$ cat config.mk
export PLATFORM = sky130hd
export DESIGN_NAME = cafl_ctrl
export DESIGN_NICKNAME = d
export VERILOG_FILES = /design/src/cafl_pkg.sv /design/src/cafl_ctrl.sv
export SDC_FILE = /design/constraint.sdc
export NUM_CORES = 1
export LEC_CHECK = 0
export CAP_MARGIN = 15
export CELL_PAD_IN_SITES_DETAIL_PLACEMENT = 1
export CELL_PAD_IN_SITES_GLOBAL_PLACEMENT = 2
export CORE_ASPECT_RATIO = 0.9
export CORE_UTILIZATION = 33
export DETAILED_ROUTE_END_ITERATION = 8
export DONT_BUFFER_PORTS = 1
export PLACE_DENSITY = 0.76
export SLEW_MARGIN = 20
export SYNTH_ARGS = -nofsm -noshare
export SYNTH_HDL_FRONTEND = slang
export SYNTH_SLANG_ARGS = --single-unit
export TNS_END_PERCENT = 1
$ cat constraint.sdc
create_clock -name REF_CLK_I -period 1.3 [get_ports REF_CLK_I]
set_input_delay 0.065 -clock REF_CLK_I [delete_from_list [all_inputs] [get_ports REF_CLK_I]]
set_output_delay 0.065 -clock REF_CLK_I [all_outputs]
set_load 0.02 [all_outputs]
$ cat src/cafl_pkg.sv
// Package with constants and carrier types for the counter array control flags block.
package cafl_pkg;

  // Register location and layout.
  localparam logic [7:0] CTRL_ADDR      = 8'hD8;
  localparam logic [7:0] CTRL_RESET     = 8'h00;
  localparam int         OVF_BIT        = 7;
  localparam int         RUN_BIT        = 6;
  localparam int         NUM_MODULES    = 6;
  localparam int         WD_MODULE      = 5;

  // System clock divider after reset and its counter width.
  localparam int         SYSTEM_CLOCK_DIV     = 128;
  localparam logic [6:0] SYSTEM_CLOCK_DIV_MAX = 7'h7F;

  // Special function register access carried as one bundle.
  typedef struct packed {
    logic       wr;
    logic       rd;
    logic       bit_wr;
    logic [7:0] addr;
    logic [2:0] bit_sel;
    logic [7:0] wdata;
  } cafl_sfr_req_t;

  // Events from the counter and the six modules.
  typedef struct packed {
    logic       overflow;
    logic [5:0] match;
  } cafl_evt_t;

endpackage

$ cat src/cafl_ctrl.sv
// Counter array control register with overflow, run and per-module match flags.
`timescale 1ns/1ps

module cafl_ctrl (
  input  wire logic                    REF_CLK_I,
  input  wire logic                    RST_I,
  input  wire logic                    OSC_CLK_I,
  input  wire cafl_pkg::cafl_sfr_req_t SFR_REQ_I,
  input  wire cafl_pkg::cafl_evt_t     EVT_I,
  input  wire logic                    WATCHDOG_EN_I,
  input  wire logic                    OVF_IRQ_EN_I,
  input  wire logic [5:0]              MATCH_IRQ_EN_I,
  output logic [7:0]                   SFR_RDATA_O,
  output logic                         COUNTER_RUN_O,
  output logic                         IRQ_O,
  output logic                         WATCHDOG_RESET_O,
  output logic                         SYSTEM_CLOCK_O
);

  logic [7:0] ctrl_q;
  logic [7:0] ctrl_d;
  logic [7:0] rdata_q;
  logic       run_q;
  logic       irq_q;
  logic       wdrst_q;
  logic [6:0] div_q;
  logic       system_clock_q;
  logic [2:0] osc_sync_q;
  logic       osc_lvl_q;

  // One-hot mask for a single-bit write.
  function automatic logic [7:0] bit_mask(input logic [2:0] sel);
    bit_mask = 8'h01 << sel;
  endfunction

  // Decoded write strobes and per-bit write mask and data.
  wire        sel_w      = SFR_REQ_I.addr == cafl_pkg::CTRL_ADDR;
  wire        wr_w       = sel_w & SFR_REQ_I.wr;
  wire [7:0]  mask_w     = ~SFR_REQ_I.bit_wr ? 8'hFF : bit_mask(SFR_REQ_I.bit_sel);
  wire [7:0]  wval_w     = SFR_REQ_I.bit_wr ? {8{SFR_REQ_I.wdata[0]}} : SFR_REQ_I.wdata;
  wire [7:0]  set_w      = {EVT_I.overflow, 1'b0, EVT_I.match};
  wire [7:0]  rd_w       = {ctrl_d[7], ctrl_d[6], ctrl_d[5:0]};
  wire        run_eff_w  = ctrl_d[cafl_pkg::RUN_BIT] | WATCHDOG_EN_I;
  wire [7:0]  irq_en_w   = {OVF_IRQ_EN_I, 1'b0, MATCH_IRQ_EN_I};
  wire        wd_force_w = WATCHDOG_EN_I & wr_w & mask_w[cafl_pkg::WD_MODULE]
                           & wval_w[cafl_pkg::WD_MODULE];

  always_comb begin
    ctrl_d = ctrl_q;
    if (wr_w) begin
      ctrl_d = (ctrl_q & ~mask_w) | (wval_w & mask_w);
    end
    ctrl_d = ctrl_d | set_w;
  end

  // Register state; set beats a simultaneous software clear.
  always_ff @(posedge REF_CLK_I or posedge RST_I) begin
    if (RST_I) begin
      ctrl_q <= cafl_pkg::CTRL_RESET;
    end else begin
      ctrl_q <= ctrl_d;
    end
  end

  // run gating.
  // Watchdog forces the counter on regardless of the stored run bit.
  always_ff @(posedge REF_CLK_I or posedge RST_I) begin
    if (RST_I) begin
      run_q <= 1'b0;
    end else begin
      run_q <= run_eff_w;
    end
  end

  // run reads stored value.
  // Read data shows the software-owned run bit, not the forced one.
  always_ff @(posedge REF_CLK_I or posedge RST_I) begin
    if (RST_I) begin
      rdata_q <= cafl_pkg::CTRL_RESET;
    end else begin
      rdata_q <= rd_w;
    end
  end

  always_ff @(posedge REF_CLK_I or posedge RST_I) begin
    if (RST_I) begin
      irq_q <= 1'b0;
    end else begin
      irq_q <= |(ctrl_d & irq_en_w);
    end
  end

  always_ff @(posedge REF_CLK_I or posedge RST_I) begin
    if (RST_I) begin
      wdrst_q <= 1'b0;
    end else begin
      wdrst_q <= wd_force_w;
    end
  end

  // Oscillator input passes three flops; a level counts once stages two and three agree.
  // Each oscillator phase must last two reference cycles, or that edge is lost.
  wire osc_agree_w = osc_sync_q[1] ~^ osc_sync_q[2];
  wire osc_rise_w  = osc_agree_w & osc_sync_q[2] & ~osc_lvl_q;
  always_ff @(posedge REF_CLK_I or posedge RST_I) begin
    if (RST_I) begin
      osc_sync_q <= 3'h0;
      osc_lvl_q  <= 1'b0;
    end else begin
      osc_sync_q <= {osc_sync_q[1:0], OSC_CLK_I};
      if (osc_agree_w) begin
        osc_lvl_q <= osc_sync_q[2];
      end
    end
  end

  // divide by 128.
  // Divider advances on each rising oscillator edge; output toggles every 64 edges.
  always_ff @(posedge REF_CLK_I or posedge RST_I) begin
    if (RST_I) begin
      div_q    <= 7'h00;
      system_clock_q <= 1'b0;
    end else if (osc_rise_w) begin
      div_q    <= div_q + 7'h01;
      system_clock_q <= (div_q == (cafl_pkg::SYSTEM_CLOCK_DIV_MAX >> 1)) | (div_q == cafl_pkg::SYSTEM_CLOCK_DIV_MAX)
                  ? ~system_clock_q : system_clock_q;
    end
  end

  assign SFR_RDATA_O      = rdata_q;
  assign COUNTER_RUN_O    = run_q;
  assign IRQ_O            = irq_q;
  assign WATCHDOG_RESET_O = wdrst_q;
  assign SYSTEM_CLOCK_O         = system_clock_q;

  // module flags fall only under a clearing write.
  for (genvar g = 0; g < cafl_pkg::NUM_MODULES; g++) begin : g_clear_only

  end
endmodule

==> metrics.yaml <==
status:
  outcome: "finished, violations left"
  violations: "negative hold slack, negative setup slack"
clocking:
  cts_buffers: 3
  cts_buffer_depth: 2
  clk_pin_slew_worst_paths_ns: 0.09
  cts_tree: "done"
  clk_latency_ns: 0.27
  cts.sinks: 22
  cts_max_level: 1
  root_buffer: "clkbuf_8"
synth:
  synth-edff-count: 0
  syn_avg_cell_area_sq_um: 10.8
  async_flop_share: 1.00
  ys_seq_area_frac: 0.439
  synth-main-ff-cell: "dfrtp_1"
  yosys-top-cells-count: "dfrtp_1 (22), nor2_1 (11)"
  yosysTopAreaCell: "dfrtp_1"
  synth-seq-cells: 22
  ys_top_cells_by_area: "dfrtp_1 (44%), mux2_2 (4.5%), nor2_1 (3.3%), a211oi_1 (3.0%), nand3b_1 (3.0%)"
  syn_nets: 158
  yosysWarnings: 0
  synth.most_common_cell: "dfrtp_1"
  synthCells: 116
  synth.top_cell.area_share: 0.439
  synthDistinctLibCells: 45
  synth.cell_area_sq_mm: 0.00125
routing:
  dr.pass1.iters: 4
  viasPerCell: 5.49
  wire_per_inst_um: 18.5
  ant_nets: 0
  vias: 1077
  routed_wl_um: 3620
  drt-initial-drc-count: 37
  drc: 0
sta:
  max_freq_mhz: 759
  setup_tns_ns: -0.0171
  hold_violations: 1
  grt_setup_unrepaired: "yes"
  final.period_utilization: 1.01
  setup_ws_ns: -0.0171
  maxSlewHeadroom: 0.779
  worst_slew_pin_slew_ns: 0.327
  worst_hold_slack_ns: -0.00163
  slew_viol_final: 0
  skew_ns: 0.000872
  layout_min_cycle_time_ns: 1.32
  final-setup-viol-count: 1
floorplan:
  die_x_um: 67.0
  initial_core_util: 0.358
  dieArea_sq_mm: 0.00405
  num_io_pins: 52
  num_rows: 20
  die_h_um: 60.5
  core_area_sq_mm: 0.00350
placement:
  dp_cells: 176
  io_buffers: 0
  gp_congestion: 0.810
  pre_cts_slack_ns: -0.343
  postPlaceCellArea_sq_mm: 0.00143
  dp_hpwl_um: 2720
grt:
  grt_pass1_wl_um: 5920
  grt_pass1_vias: 1206
  overflow: 0
  grt_usage: 0.200
  grt_max_degree: 23
  antenna_found_initial: 0
finish:
  diodes: 0
  area_delta_synth_final_pct: 36.7
  layout-drive-gt1-share: 0.296
  multiInputGateArea_sq_um: 709
  regArea_sq_um: 551
  n_fill_cell: 390
  nets: 195
  fin_util: 0.489
  design_area_sq_mm: 0.00171
  fin_cells: 196
power_and_ir_drop:
  p_comb_frac: 0.163
  power_frac_seq: 0.469
  fin_total_pwr_mw: 1.79
  switching_share: 0.249
  vdd_drop_max_mv: 0.466
  clock_power_share: 0.368
  p_int_mw: 1.35
  power.leakage_nw: 0.696
  power_density_mw_per_mm2: 1050
  netSwitchingPower_mw: 0.448
critical_path:
  worstPathMaxFanout: 3
  timing_worst_setup_path_type: "register to register"
  critPathRequiredTime_ns: 1.50
  arrival_ns: 1.52
  critPathCaptureType: "register"
  worst_setup_path_start_kind: "register"
hold_path:
  hold_path_class: "primary input to register"
flow_run:
  cap_viol_max_count: 0
-- critical path, stage by stage, from the launching register on --
cell and delay, ns:
dfrtp_1 0.37, ha_2 0.17, nor2b_4 0.16, and4_4 0.23
and3_4 0.18, xor2_2 0.14
-- layout make-up --
type / instances / share of cell area
Clock buffer: 3 / 0.0241
Clock inverter: 1 / 0.0175
Inverter: 6 / 0.0131
Multi-Input combinational cell: 84 / 0.414
Sequential cell: 22 / 0.321
Tap cell: 44 / 0.0321
Timing Repair Buffer: 36 / 0.178
-- state kept, by name, summed over array words and instances, names as in the netlist --
register / count
COUNTER_RUN_O: 1
osc_lvl_q: 1
SFR_RDATA_O: 8
SYSTEM_CLOCK_O: 1
WATCHDOG_RESET_O: 1
div_q: 6
osc_sync_q: 3
IRQ_O: 1
-- placed cells by master (no fill, tap or decap), types with 2 or more instances in the layout --
cell type,synthesis,layout
a2111o_1,2,2
a211oi_1,5,5
and2_1,2,2
and4_4,0,2
buf_4,0,22
clkbuf_8,0,3
dfrtp_1,22,22
dlygate4sd3_1,0,14
inv_1,5,5
mux2_2,5,5
mux2i_1,3,3
nand2_1,5,5
nand2b_1,3,3
nand3_1,4,4
nand3b_1,5,5
nor2_1,11,11
nor3b_1,2,2
xnor2_1,2,2
xor2_1,4,3
-- per-layer routing --
layer | share of wire | wire, um | vias to the layer above | GRT usage
li1 | - | - | 503 | -
met1 | 0.46 | 1650 | 537 | 0.257
met2 | 0.48 | 1730 | 33 | 0.335
met3 | 0.059 | 214 | 4 | 0.0583
met4 | 0.0052 | 19 | 0 | 0.0426
met5 | 0 | 0 | - | 0
-- kinds of logic after synthesis --
logic type	count (synthesis)	share of synthesized area
AND/OR/NAND/NOR	45	0.222
flip-flops	22	0.439
multiplexers	8	0.0689
buffers and inverters	10	0.0379
adder cells (fa/ha/maj)	2	0.0200
AO/OA/AOI/OAI	23	0.171
XOR/XNOR	6	0.0419
-- power by group through the flow --
stage          logic, mW  registers, mW  clock network [mW]
5_1_grt            0.332          0.856               0.693
2_1_floorplan      0.173          0.829                   0
3_5_place_dp       0.245          0.849                   0
4_1_cts            0.290          0.838               0.671
3_3_place_gp       0.225          0.832                   0
6_report           0.292          0.841               0.660
-- timing repair --
action	4_1_cts	5_1_grt
hold buffers	14	0
endpoints found under the setup margin	4	6
setup buffers	2	0
resized for setup	6	4
endpoints found under the hold margin	33	0
pin swaps	3	2
-- worst paths after layout --
check,startpoint,to,slack (ns),cells past startpoint
max,osc_sync_q[2],SYSTEM_CLOCK_O,-0.02,5
min,EVT_I[2],SFR_RDATA_O[2],-0.002,2
max reg2reg,osc_sync_q[2],SYSTEM_CLOCK_O,-0.02,5
min reg2reg,osc_sync_q[0],osc_sync_q[1],0.39,0
max in group asynchronous,RST_I,SFR_RDATA_O[0],0.79,3
min in group asynchronous,RST_I,WATCHDOG_RESET_O,0.28,3
(Power assumes the default switching activity.)
